==> src/hw/sebus_pkg.sv <==
// shared constants and types of the two-wire serial eeprom target
package sebus_pkg;

  // device address word prefixes
  localparam logic [3:0] SEBUS_PREFIX_ARRAY = 4'hA;
  localparam logic [3:0] SEBUS_PREFIX_SERIAL = 4'hB;
  // serial block word address prefix expected from the controller
  localparam logic [1:0] SEBUS_SN_WADR_PREFIX = 2'h2;

  // array organisation
  localparam int SEBUS_PAGE_BYTES = 16;
  localparam int SEBUS_SMALL_PAGES = 32;
  localparam int SEBUS_LARGE_PAGES = 64;
  localparam int SEBUS_SMALL_AW = 9;
  localparam int SEBUS_LARGE_AW = 10;
  localparam int SEBUS_WORD_BITS = 8;
  localparam int SEBUS_SN_BITS = 128;

  // timing
  localparam int unsigned SEBUS_CLK_HZ = 50_000_000;
  localparam int unsigned SEBUS_SELF_TIMED_WRITE_DURATION_MS = 5;
  localparam int unsigned SEBUS_WR_CYCLES =
    SEBUS_SELF_TIMED_WRITE_DURATION_MS * (SEBUS_CLK_HZ / 1000);

  // reset values and bit counter limits
  localparam logic [3:0] SEBUS_SYNC_RST = 4'hC;
  localparam logic [3:0] SEBUS_BITCNT_RST = 4'h0;
  localparam logic [7:0] SEBUS_BYTE_RST = 8'h00;
  localparam logic [3:0] SEBUS_BITCNT_FULL = 4'h8;
  localparam logic [3:0] SEBUS_BITCNT_LAST = 4'h7;

  typedef enum logic [2:0] {
    SEBUS_ST_IDLE,
    SEBUS_ST_RX,
    SEBUS_ST_ACK,
    SEBUS_ST_TX,
    SEBUS_ST_MACK
  } sebus_state_e;

  typedef enum logic [1:0] {
    SEBUS_K_DEV,
    SEBUS_K_WADR,
    SEBUS_K_DATA
  } sebus_kind_e;

  // device address word as received
  typedef struct packed {
    logic [3:0] prefix;
    logic chip_select_strap_high;
    logic mid_sel;
    logic page_select_bit0;
    logic rw;
  } sebus_dev_word_s;

  // status seen by the surrounding logic
  typedef struct packed {
    logic standby;
    logic write_busy;
    logic addressed;
    logic serial_sel;
  } sebus_status_s;

endpackage

==> src/hw/sebus_target.sv <==
// two-wire serial eeprom target with serial number block
`timescale 1ns/1ps
`default_nettype none
// Overview of operation
// - small variant: 32 pages of 16 bytes, 9-bit word address
// - large variant: 64 pages of 16 bytes, 10-bit word address
// - self-timed write after a write Stop lasts at most 5 ms
// - data changes only while clock low; high-clock changes are Start/Stop
// - data falling while clock high is Start; every command starts so
// - data rising while clock high is Stop, ending a transaction
// - Stop after a read returns the target to idle
// - 8-bit words, target pulls data low in ninth clock as acknowledge
// - idle at power-up and after Stop once pending write completes
// - address word follows each Start; array prefix is 1010
// - small: bits 3,2 match both straps, bit 1 is top address bit
// - large: bit 3 matches strap, bits 2,1 are top address bits
// - address bit 0 chooses direction: one read, zero write
// - match gives acknowledge; mismatch gives none and returns idle
// - prefix 1011 selects the 128-bit serial number block
// - serial access matches straps; bit 1 (and large bit 2) zero
// - serial prefix with write direction only loads the pointer
// - serial number is read-only; no sequence alters it
// - input sampled on clock rise, output shifted after clock fall
// - during self-timed write inputs ignored, no acknowledge given
// - page write advances only low four address bits, wrapping in page
module sebus_target
  import sebus_pkg::*;
#(
  parameter bit LARGE = 1'b0,
  parameter int unsigned WR_CYCLES = SEBUS_WR_CYCLES,
  // arbitrary serial value
  parameter logic [127:0] SERIAL_VALUE = 128'h0123_4567_89AB_CDEF_FEDC_BA98_7654_3210
)(
  // clock and reset
  input wire logic clk_sys,
  input wire logic resetn,
  input wire logic clk_en,
  // two-wire bus
  input wire logic scl_i,
  input wire logic sda_i,
  output logic sda_o,
  output logic sda_oe,
  // straps
  input wire logic chip_select_strap_high,
  input wire logic chip_select_strap_low,
  // status
  output var sebus_pkg::sebus_status_s status
);
  import sebus_pkg::*;

  localparam int AW = LARGE ? SEBUS_LARGE_AW : SEBUS_SMALL_AW;
  localparam int PAGES = LARGE ? SEBUS_LARGE_PAGES : SEBUS_SMALL_PAGES;
  localparam int DEPTH = PAGES * SEBUS_PAGE_BYTES;
  localparam int CW = $clog2(WR_CYCLES + 1);

  // input synchronisers: scl, sda, strap high, strap low
  logic [3:0] sync1_r;
  logic [3:0] sync2_r;
  logic [1:0] line_d_r;
  wire logic [3:0] pins_raw = {scl_i, sda_i, chip_select_strap_high, chip_select_strap_low};

  always_ff @(posedge clk_sys) begin
    if (!resetn) begin
      sync1_r <= SEBUS_SYNC_RST;
      sync2_r <= SEBUS_SYNC_RST;
      line_d_r <= SEBUS_SYNC_RST[3:2];
    end else if (clk_en) begin
      sync1_r <= pins_raw;
      sync2_r <= sync1_r;
      line_d_r <= sync2_r[3:2];
    end
  end

  wire logic scl_s = sync2_r[3];
  wire logic sda_s = sync2_r[2];
  wire logic cs_hi_s = sync2_r[1];
  wire logic cs_lo_s = sync2_r[0];
  wire logic scl_d = line_d_r[1];
  wire logic sda_d = line_d_r[0];

  // line events
  wire logic scl_rise = scl_s & ~scl_d;
  wire logic scl_fall = ~scl_s & scl_d;
  wire logic start_det = scl_s & scl_d & sda_d & ~sda_s;
  wire logic stop_det = scl_s & scl_d & ~sda_d & sda_s;

  // state
  sebus_state_e state_r, state_nxt;
  sebus_kind_e kind_r, kind_nxt;
  logic [3:0] bit_cnt_r, bit_cnt_nxt;
  logic [7:0] rx_sh_r, rx_sh_nxt;
  logic [7:0] tx_sh_r, tx_sh_nxt;
  logic oe_r, oe_nxt;
  logic [AW-1:0] ptr_r, ptr_nxt;
  logic [1:0] page_r, page_nxt;
  logic sn_r, sn_nxt;
  logic rw_r, rw_nxt;
  logic mack_r, mack_nxt;
  logic pend_r, pend_nxt;
  logic busy_r;
  logic [CW-1:0] wr_cnt_r;
  logic mem_we;
  sebus_status_s status_nxt;

  // memory
  logic [7:0] mem [DEPTH];

  // device address decode
  wire sebus_dev_word_s dw = rx_sh_r;
  wire logic pfx_arr = dw.prefix == SEBUS_PREFIX_ARRAY;
  wire logic pfx_sn = dw.prefix == SEBUS_PREFIX_SERIAL;
  wire logic cs_hi_ok = dw.chip_select_strap_high == cs_hi_s;
  wire logic cs_lo_ok = LARGE || (dw.mid_sel == cs_lo_s);
  wire logic sn_fix_ok = !dw.page_select_bit0 && (!LARGE || !dw.mid_sel);
  wire logic dev_match = cs_hi_ok && cs_lo_ok && (pfx_arr || (pfx_sn && sn_fix_ok));
  wire logic [1:0] dev_page = LARGE ? {dw.mid_sel, dw.page_select_bit0}
                                    : {1'b0, dw.page_select_bit0};

  // pointer arithmetic
  wire logic [9:0] wadr_full = {page_r, rx_sh_r};
  wire logic [AW-1:0] wadr = wadr_full[AW-1:0];
  wire logic [AW-1:0] ptr_inc_page = {ptr_r[AW-1:4], ptr_r[3:0] + 4'h1};
  wire logic [AW-1:0] ptr_inc_read = sn_r ? ptr_inc_page : ptr_r + 1'b1;
  wire logic [6:0] sn_top = {~ptr_r[3:0], 3'h7};
  wire logic [7:0] sn_byte = SERIAL_VALUE[sn_top -: 8];
  wire logic [7:0] rd_byte = sn_r ? sn_byte : mem[ptr_r];
  wire logic rx_full = bit_cnt_r == SEBUS_BITCNT_FULL;
  wire logic busy_start = !busy_r && stop_det && pend_r;

  always_comb begin
    state_nxt = state_r;
    kind_nxt = kind_r;
    bit_cnt_nxt = bit_cnt_r;
    rx_sh_nxt = rx_sh_r;
    tx_sh_nxt = tx_sh_r;
    oe_nxt = oe_r;
    ptr_nxt = ptr_r;
    page_nxt = page_r;
    sn_nxt = sn_r;
    rw_nxt = rw_r;
    mack_nxt = mack_r;
    pend_nxt = pend_r;
    mem_we = 1'b0;
    if (busy_r) begin
      // inputs ignored while the write cycle runs
      state_nxt = SEBUS_ST_IDLE;
      oe_nxt = 1'b0;
    end else if (stop_det) begin
      state_nxt = SEBUS_ST_IDLE;
      oe_nxt = 1'b0;
      pend_nxt = 1'b0;
    end else if (start_det) begin
      state_nxt = SEBUS_ST_RX;
      kind_nxt = SEBUS_K_DEV;
      bit_cnt_nxt = SEBUS_BITCNT_RST;
      oe_nxt = 1'b0;
    end else begin
      unique case (state_r)
        SEBUS_ST_IDLE: begin
          oe_nxt = 1'b0;
        end
        SEBUS_ST_RX: begin
          if (scl_rise && !rx_full) begin
            rx_sh_nxt = {rx_sh_r[6:0], sda_s};
            bit_cnt_nxt = bit_cnt_r + 4'h1;
          end else if (scl_fall && rx_full) begin
            if (kind_r == SEBUS_K_DEV && !dev_match) begin
              state_nxt = SEBUS_ST_IDLE;
            end else begin
              state_nxt = SEBUS_ST_ACK;
              oe_nxt = 1'b1;
              unique case (kind_r)
                SEBUS_K_DEV: begin
                  rw_nxt = dw.rw;
                  sn_nxt = pfx_sn;
                  page_nxt = dev_page;
                end
                SEBUS_K_WADR: begin
                  ptr_nxt = wadr;
                end
                SEBUS_K_DATA: begin
                  mem_we = !sn_r;
                  pend_nxt = pend_r || !sn_r;
                  ptr_nxt = ptr_inc_page;
                end
                default: begin
                  state_nxt = SEBUS_ST_IDLE;
                end
              endcase
            end
          end
        end
        SEBUS_ST_ACK: begin
          if (scl_fall) begin
            bit_cnt_nxt = SEBUS_BITCNT_RST;
            if (kind_r == SEBUS_K_DEV && rw_r) begin
              state_nxt = SEBUS_ST_TX;
              tx_sh_nxt = rd_byte;
              oe_nxt = ~rd_byte[7];
              ptr_nxt = ptr_inc_read;
            end else begin
              state_nxt = SEBUS_ST_RX;
              oe_nxt = 1'b0;
              kind_nxt = (kind_r == SEBUS_K_DEV) ? SEBUS_K_WADR : SEBUS_K_DATA;
            end
          end
        end
        SEBUS_ST_TX: begin
          if (scl_fall) begin
            if (bit_cnt_r == SEBUS_BITCNT_LAST) begin
              state_nxt = SEBUS_ST_MACK;
              oe_nxt = 1'b0;
              bit_cnt_nxt = SEBUS_BITCNT_RST;
            end else begin
              tx_sh_nxt = {tx_sh_r[6:0], 1'b0};
              oe_nxt = ~tx_sh_r[6];
              bit_cnt_nxt = bit_cnt_r + 4'h1;
            end
          end
        end
        SEBUS_ST_MACK: begin
          if (scl_rise) begin
            mack_nxt = sda_s;
          end else if (scl_fall) begin
            if (!mack_r) begin
              state_nxt = SEBUS_ST_TX;
              tx_sh_nxt = rd_byte;
              oe_nxt = ~rd_byte[7];
              ptr_nxt = ptr_inc_read;
            end else begin
              state_nxt = SEBUS_ST_IDLE;
            end
          end
        end
        default: begin
          state_nxt = SEBUS_ST_IDLE;
        end
      endcase
    end
  end

  always_ff @(posedge clk_sys) begin
    if (!resetn) begin
      state_r <= SEBUS_ST_IDLE;
      kind_r <= SEBUS_K_DEV;
      bit_cnt_r <= SEBUS_BITCNT_RST;
      rx_sh_r <= SEBUS_BYTE_RST;
      tx_sh_r <= SEBUS_BYTE_RST;
      oe_r <= 1'b0;
      ptr_r <= '0;
      page_r <= 2'h0;
      sn_r <= 1'b0;
      rw_r <= 1'b0;
      mack_r <= 1'b1;
      pend_r <= 1'b0;
    end else if (clk_en) begin
      state_r <= state_nxt;
      kind_r <= kind_nxt;
      bit_cnt_r <= bit_cnt_nxt;
      rx_sh_r <= rx_sh_nxt;
      tx_sh_r <= tx_sh_nxt;
      oe_r <= oe_nxt;
      ptr_r <= ptr_nxt;
      page_r <= page_nxt;
      sn_r <= sn_nxt;
      rw_r <= rw_nxt;
      mack_r <= mack_nxt;
      pend_r <= pend_nxt;
    end
  end

  always_ff @(posedge clk_sys) begin
    if (clk_en && mem_we) begin
      mem[ptr_r] <= rx_sh_r;
    end
  end

  // self-timed write cycle
  always_ff @(posedge clk_sys) begin
    if (!resetn) begin
      busy_r <= 1'b0;
      wr_cnt_r <= '0;
    end else if (clk_en) begin
      if (busy_start) begin
        busy_r <= 1'b1;
        wr_cnt_r <= '0;
      end else if (busy_r && wr_cnt_r == CW'(WR_CYCLES - 1)) begin
        busy_r <= 1'b0;
      end else if (busy_r) begin
        wr_cnt_r <= wr_cnt_r + 1'b1;
      end
    end
  end

  assign status_nxt = '{
    standby: (state_r == SEBUS_ST_IDLE) && !busy_r,
    write_busy: busy_r,
    addressed: state_r != SEBUS_ST_IDLE,
    serial_sel: sn_r
  };

  always_ff @(posedge clk_sys) begin
    if (!resetn) begin
      status <= '0;
    end else if (clk_en) begin
      status <= status_nxt;
    end
  end

  // open drain: only ever pulls low
  assign sda_o = 1'b0;
  assign sda_oe = oe_r;
endmodule
`default_nettype wire

==> config.mk <==
export PLATFORM = sky130hd
export DESIGN_NAME = sebus_target
export DESIGN_NICKNAME = d
export VERILOG_FILES = /design/src/hw/sebus_pkg.sv /design/src/hw/sebus_target.sv
export SDC_FILE = /design/constraint.sdc
export NUM_CORES = 2
export LEC_CHECK = 0
export BUFFER_PORTS_ARGS = -buffer_cell sky130_fd_sc_hd__clkbuf_2
export CORE_AREA = 2 2 739 741
export DETAILED_ROUTE_END_ITERATION = 8
export DIE_AREA = 0 0 741 743
export RECOVER_POWER = 100
export SKIP_LAST_GASP = 1
export SYNTH_ARGS = -nofsm -noshare
export SYNTH_HDL_FRONTEND = slang
export SYNTH_SLANG_ARGS = --single-unit
==> constraint.sdc <==
create_clock -name clk_sys -period 13.1 [get_ports clk_sys]
set_clock_uncertainty 0.05 [all_clocks]
set_input_delay 2.62 -clock clk_sys [delete_from_list [all_inputs] [get_ports clk_sys]]
set_output_delay 2.62 -clock clk_sys [all_outputs]
set_load 0.02 [all_outputs]
* After elaboration in Yosys (flattened, before gate mapping)
Memories as Yosys holds them, arrays and structs flattened.
Index checks and enable logic that the tools add are counted.
** Storage, ports and cells
- Register bits after elaboration :: 72
- Bits in latches :: 0
- Bits in writable memories :: 4096
- Memory bits (read-only) :: 0
- Bits of input ports :: 7
- Output and inout bits :: 6
- Logic and storage cells :: 220
- Memories :: 1
** Operators by class
- $add $sub $neg :: 4
- Multiply operators :: 0
- Div/mod/pow operators :: 0
- Magnitude comparators :: 0
- Equal/unequal tests :: 44
- Shifts and indexed selects :: 1
- Muxes and demuxes :: 82
- Bitwise logic cells :: 19
- Reductions and logical operators :: 47
** Memory list
- mem :: depth 512, width 8, read ports 1, clocked after memory_dff 0, write ports 1, RTL line sebus_target.sv:106 : logic [7:0] mem [DEPTH];
** Operators by type and width (count)
- variable part select 135 x 8 -> 8 bit, first input constant :: 1
- 2-to-1 mux 9 bit :: 9
- 2-to-1 mux 18 bit :: 3
- 2-to-1 mux 7 bit :: 7
- != test 5 bit, second input constant :: 9
- 2-to-1 mux 1 bit :: 32
- 2-to-1 mux 3 bit :: 10
- != test 2 bit, second input constant :: 15
- one-hot mux 9 bit (3 select lines) :: 1
- one-hot mux 7 bit (3 select lines) :: 1
- 2-to-1 mux 4 bit :: 5
- adder 18 x 1 -> 18 bit, second input constant :: 1
- == test 18 bit, second input constant :: 1
- 2-to-1 mux 2 bit :: 9
- one-hot mux 9 bit (2 select lines) :: 1
- AND reduction 6 bit :: 3
- AND reduction 9 bit :: 2
- one-hot mux 3 bit (5 select lines) :: 1
- AND reduction 15 bit :: 1
- AND reduction 14 bit :: 1
- nonzero test 2 bit :: 7
- == test 4 bit, second input constant :: 3
- logical AND 1 bit :: 12
- one-hot mux 4 bit (3 select lines) :: 1
- other kinds (32) :: 61

* Depth between registers and ports, before layout
- Depth in word-level cells :: 16
- Depth in mapped cells :: 15

* Worst setup path before layout
No wires, ideal clock.
- Kind :: register to register
- Start point :: register rx_sh_r[5], in the netlist dw[5]
- End point :: register ptr_r[0]
- Arrival :: 8.835 ns
- Data required time :: 12.954 ns
- Path slack :: 4.119 ns
- Cell stages (with the launch flop) :: 9
- Path buffers :: 0
- Period minus slack after synthesis :: 8.981 ns
- Cell sequence :: dfxtp_1 > nand3b_1 > o41ai_1 > nand4_1 > a21o_1 > a21oi_1 > o21ai_1 > or3_1 > a31oi_1
** On the way
- Word-level cells in the longest chain between the ends :: 8
- Elaborated cells between the ends (all ways) :: 9
- Classes of those cells :: 3 x eq/ne; 6 x reduce/logical
** Ends and longest elaborated chain
- start: declaration :: RTL line sebus_target.sv:91 : logic [7:0] rx_sh_r, rx_sh_nxt;
- start signal: assignment :: RTL line sebus_target.sv:260 : rx_sh_r <= rx_sh_nxt;
- == test 4 bit :: RTL line sebus_target.sv:111 : wire logic pfx_sn = dw.prefix == SEBUS_PREFIX_SERIAL;
- logical AND 1 bit :: RTL line sebus_target.sv:115 : wire logic dev_match = cs_hi_ok && cs_lo_ok && (pfx_arr || (pfx_sn && sn_fix_ok));
- logical OR 1 bit (*) :: RTL line sebus_target.sv:115
- logical AND 1 bit (*) :: RTL line sebus_target.sv:115
- zero test 1 bit (*) :: RTL line sebus_target.sv:167 : if (kind_r == SEBUS_K_DEV && !dev_match) begin
- logical AND 1 bit (*) :: RTL line sebus_target.sv:167
- != test 2 bit (no source line) (*)
- AND reduction 14 bit (no source line) (*)
- end signal: assignment :: RTL line sebus_target.sv:263 : ptr_r <= ptr_nxt;
- end: declaration :: RTL line sebus_target.sv:94 : logic [AW-1:0] ptr_r, ptr_nxt;
Mark *: on every way between the ends. The rest lies on a longest branch, timed or not.
A chain may end at the register's enable or synchronous reset.

* Worst setup path in the final report
- Start point :: input clk_en
- End point :: memory mem[217][5], enable pin
** On the way
- Word-level cells in the longest chain between the ends :: 3
** Ends and longest elaborated chain
- start: declaration :: RTL line sebus_target.sv:37 : input wire logic clk_en,
- logical AND 1 bit :: RTL line sebus_target.sv:273 : if (clk_en && mem_we) begin
- 2-to-1 mux 1 bit :: RTL line sebus_target.sv:273
- 2-to-1 mux 1 bit (implied by the code) :: RTL line sebus_target.sv:274 : mem[ptr_r] <= rx_sh_r;
- end: declaration :: RTL line sebus_target.sv:106
No other way between the ends.

==> flow_metrics.py <==
metrics = {
    "drt": {
        "wl_per_cell_um": 29.6,
        "detail-route-antenna-nets": 0,
        "drt_pass1_iterations": 6,
        "wl_mm": 460,
        "viasPerCell": 5.34,
        "drt-initial-drc-count": 12600,
        "vias": 83000,
        "drc": 0,
    },
    "clocking": {
        "insertion_delay_ns": 1.00,
        "numCtsBuffers": 417,
        "clk_path_buf_depth": 4,
        "cts_resized": 0,
        "cts_tree": "built",
        "cts_root_buf": "clkbuf_16",
        "cts_num_sinks": 4168,
        "cts_hold_buf": 0,
        "clk_pin_slew_worst_paths_ns": 0.06,
        "post-cts-setup-buffers": 0,
        "htreeDepth": 5,
    },
    "floorplanning": {
        "die_h_um": 743,
        "start_util": 0.299,
        "rows": 271,
        "die_width_um": 741,
        "die-area_um2": 551000,
        "ioPinCount": 13,
        "core_area_um2": 543000,
    },
    "synth": {
        "yosysUniqueCellTypes": 78,
        "synthFlopType": "edfxtp_1",
        "yosys_warnings": 0,
        "netlist_area_um2": 162000,
        "synth.avg_cell_area_um2": 20.7,
        "yosysSeqAreaShare": 0.766,
        "synth_edf_count": 4096,
        "ys_async_sr_fraction": 0,
        "synth_seq_cells": 4168,
        "synthCells": 7841,
        "synth_fp_nets": 7859,
    },
    "sta": {
        "rsz0062_at_grt": "no",
        "setup_tns_ns": 0,
        "hold_ws_ns": 0.428,
        "setup_viol": 0,
        "finalMaxSlewViolations": 2554,
        "fmax_ghz": 0.109,
        "slew_headroom": -2.35,
        "hold_viol": 0,
        "worst_pin_slew_ns": 5.02,
        "period_needed_ns": 9.18,
        "period_share": 0.700,
    },
    "critical_path": {
        "rrSetupSlack_ns": 4.26,
        "ff2ff_path_depth": 3,
        "required_ns": 13.62,
        "cp-start-kind": "primary input",
        "path_max_fanout": 21,
        "r2r_start": "dw[3]$_SDFFE_PN0P_",
        "arrival_ns": 9.70,
        "worstSetupPathType": "primary input to flip-flop",
        "crit_path_end_kind": "flip-flop",
        "r2r_end": "mem[65][3]$_DFFE_PP_",
    },
    "power": {
        "worst_ir_drop_vdd_mv": 0.128,
        "cellLeakagePower_nw": 58.7,
        "p_per_area_nw_per_um2": 142,
    },
    "cells_and_area": {
        "fill_cells": 49900,
        "areaGrowthSynthToFinish_pct": 13.4,
        "drive_above_1_share": 0.212,
        "nets": 7962,
    },
    "outcome": {
        "status": "finished, violations left",
        "violations": "max-capacitance violations, max-slew violations",
    },
    "placement": {
        "numPortBuffers": 11,
        "gp_congestion": 0.862,
        "hpwl_mm": 265,
    },
    "min_path": {
        "hold_class": "flip-flop to flip-flop",
        "min_from": "sync1_r[3]$_SDFFE_PN1P_",
        "holdPathEnd": "sync1_r[3]$_SDFFE_PN1P_",
        "hold_path_depth": 2,
    },
    "global_route": {
        "track_usage": 0.162,
        "first_global_vias": 81500,
        "grt_remaining_overflow": 0,
        "antenna_found_initial": 19,
        "grt_max_degree": 193,
        "grt_first_pass_wirelength_mm": 647,
    },
    "run": {
        "drv_cap": 42,
    },
}
[where the power goes]
group / switching, mW / internal (mW)
combinational: 0.0132 / 0.00531
clock: 5.14 / 6.62
sequential: 0.00250 / 14.4
total: 5.16 / 21.0
[through the flow]
stage          cell area [um^2]  setup slack [ns]  power (mW)  std cells   util
4_1_cts                  184000              7.06        26.3      15500  0.340
3_5_place_dp             171000              6.17        14.7      14800  0.315
3_3_place_gp             171000              5.42        14.7      14800  0.315
5_1_grt                  184000              3.57        26.8      15500  0.339
6_report                 184000              3.92        26.2      15500  0.339
2_1_floorplan            162000              4.12        14.7       7841      -
[per-layer routing]
layer | global-route usage | vias to the layer above | routed length, um
met3 | 0.0344 | 785 | 49600
met4 | 0.0569 | 14 | 16800
met5 | 0 | - | 97
met1 | 0.226 | 43900 | 182000
met2 | 0.250 | 5450 | 212000
li1 | - | 32900 | -
[critical path: stages]
cell	delay, ns
clkbuf_2	0.08
clkbuf_1	1.05
nor2b_1	0.42
and3_1	0.38
nand2_1	0.22
nor2_1	2.42
nand2_1	1.52
nor2_1	0.94
[cells by family after synthesis]
| family | Yosys count | synth area share |
|---|---|---|
| muxes | 1368 | 0.159 |
| adders and majority gates | 11 | 0.000848 |
| buffers and inverters | 507 | 0.0157 |
| AOI/OAI and AO/OA | 632 | 0.0271 |
| DFF | 4168 | 0.766 |
| other | 1 | 0.0000231 |
| and+or+nand+nor | 1135 | 0.0300 |
| xor gates and xnor gates | 19 | 0.00102 |
[synth_stat cells, types with 15 or more instances]
cell / instances / area (um^2)
edfxtp_1: 4096 / 123000
mux4_2: 969 / 21800
nor2_1: 605 / 2270
mux2i_1: 393 / 3930
nand2_1: 234 / 878
clkbuf_1: 229 / 860
a21oi_1: 153 / 766
o221ai_1: 153 / 1340
buf_2: 100 / 500
nor3_1: 92 / 460
o22ai_1: 91 / 569
buf_4: 73 / 548
dfxtp_1: 72 / 1440
nand3_1: 69 / 345
a22oi_1: 50 / 375
buf_1: 50 / 188
o21ai_0: 39 / 195
buf_6: 34 / 383
a31oi_1: 27 / 169
nor4_1: 19 / 119
inv_1: 18 / 67.6
nand4_1: 18 / 113
a211oi_1: 17 / 128
nor2b_1: 16 / 100
a221oi_1: 15 / 131
[registers in the layout, summed over array words and instances (netlist names)]
name	cells
rw_r	1
sync1_r	4
busy_r	1
sda_oe	1
pend_r	1
sn_r	1
line_d_r	2
ptr_r	9
status	4
bit_cnt_r	4
tx_sh_r	7
mem	4096
kind_r	2
page_r	1
dw	8
mack_r	1
wr_cnt_r	18
sync2_r	4
state_r	3
[cells in the final DEF, fill, tap and decap left out, types with 65 or more instances in the layout]
cell type	synthesis	layout
clkbuf_16	0	419
mux2i_1	393	393
edfxtp_1	4096	4096
nor3_1	92	89
o22ai_1	91	91
clkinv_2	0	65
nand2_1	234	215
clkinv_1	2	98
clkbuf_1	229	118
mux4_2	969	969
o221ai_1	153	153
nand3_1	69	69
buf_4	73	100
a21oi_1	153	153
nor2_1	605	601
dfxtp_1	72	68
[worst max path at each step]
| stage | start | endpoint | slack (ns) | cells past startpoint |
|---|---|---|---|---|
| floorplan | dw[5]$_SDFFE_PN0P_ | ptr_r[0]$_SDFFE_PN0P_ | 4.12 | 8 |
| global placement | clk_en | mem[245][3]$_DFFE_PP_ | 5.42 | 8 |
| detailed placement | clk_en | mem[156][3]$_DFFE_PP_ | 6.17 | 8 |
| CTS | ptr_r[0]$_SDFFE_PN0P_ | sda_oe$_SDFFE_PN0P_ | 7.06 | 11 |
| global route | ptr_r[0]$_SDFFE_PN0P_ | sda_oe$_SDFFE_PN0P_ | 3.57 | 11 |
| finish | clk_en | mem[217][5]$_DFFE_PP_ | 3.92 | 8 |
[final cells by class]
type | instances | area, um^2 | share of cell area
multi-input combinational | 3166 | 35700 | 0.194
clock buffer | 492 | 10800 | 0.0584
antenna | 14 | 35.0 | 0.000190
inverter | 21 | 91.3 | 0.000496
clock inverter | 277 | 2700 | 0.0147
sequential | 4168 | 124000 | 0.676
timing repair buffer | 170 | 1330 | 0.00722
tap | 7234 | 9050 | 0.0492
(Power assumes the default switching activity.)
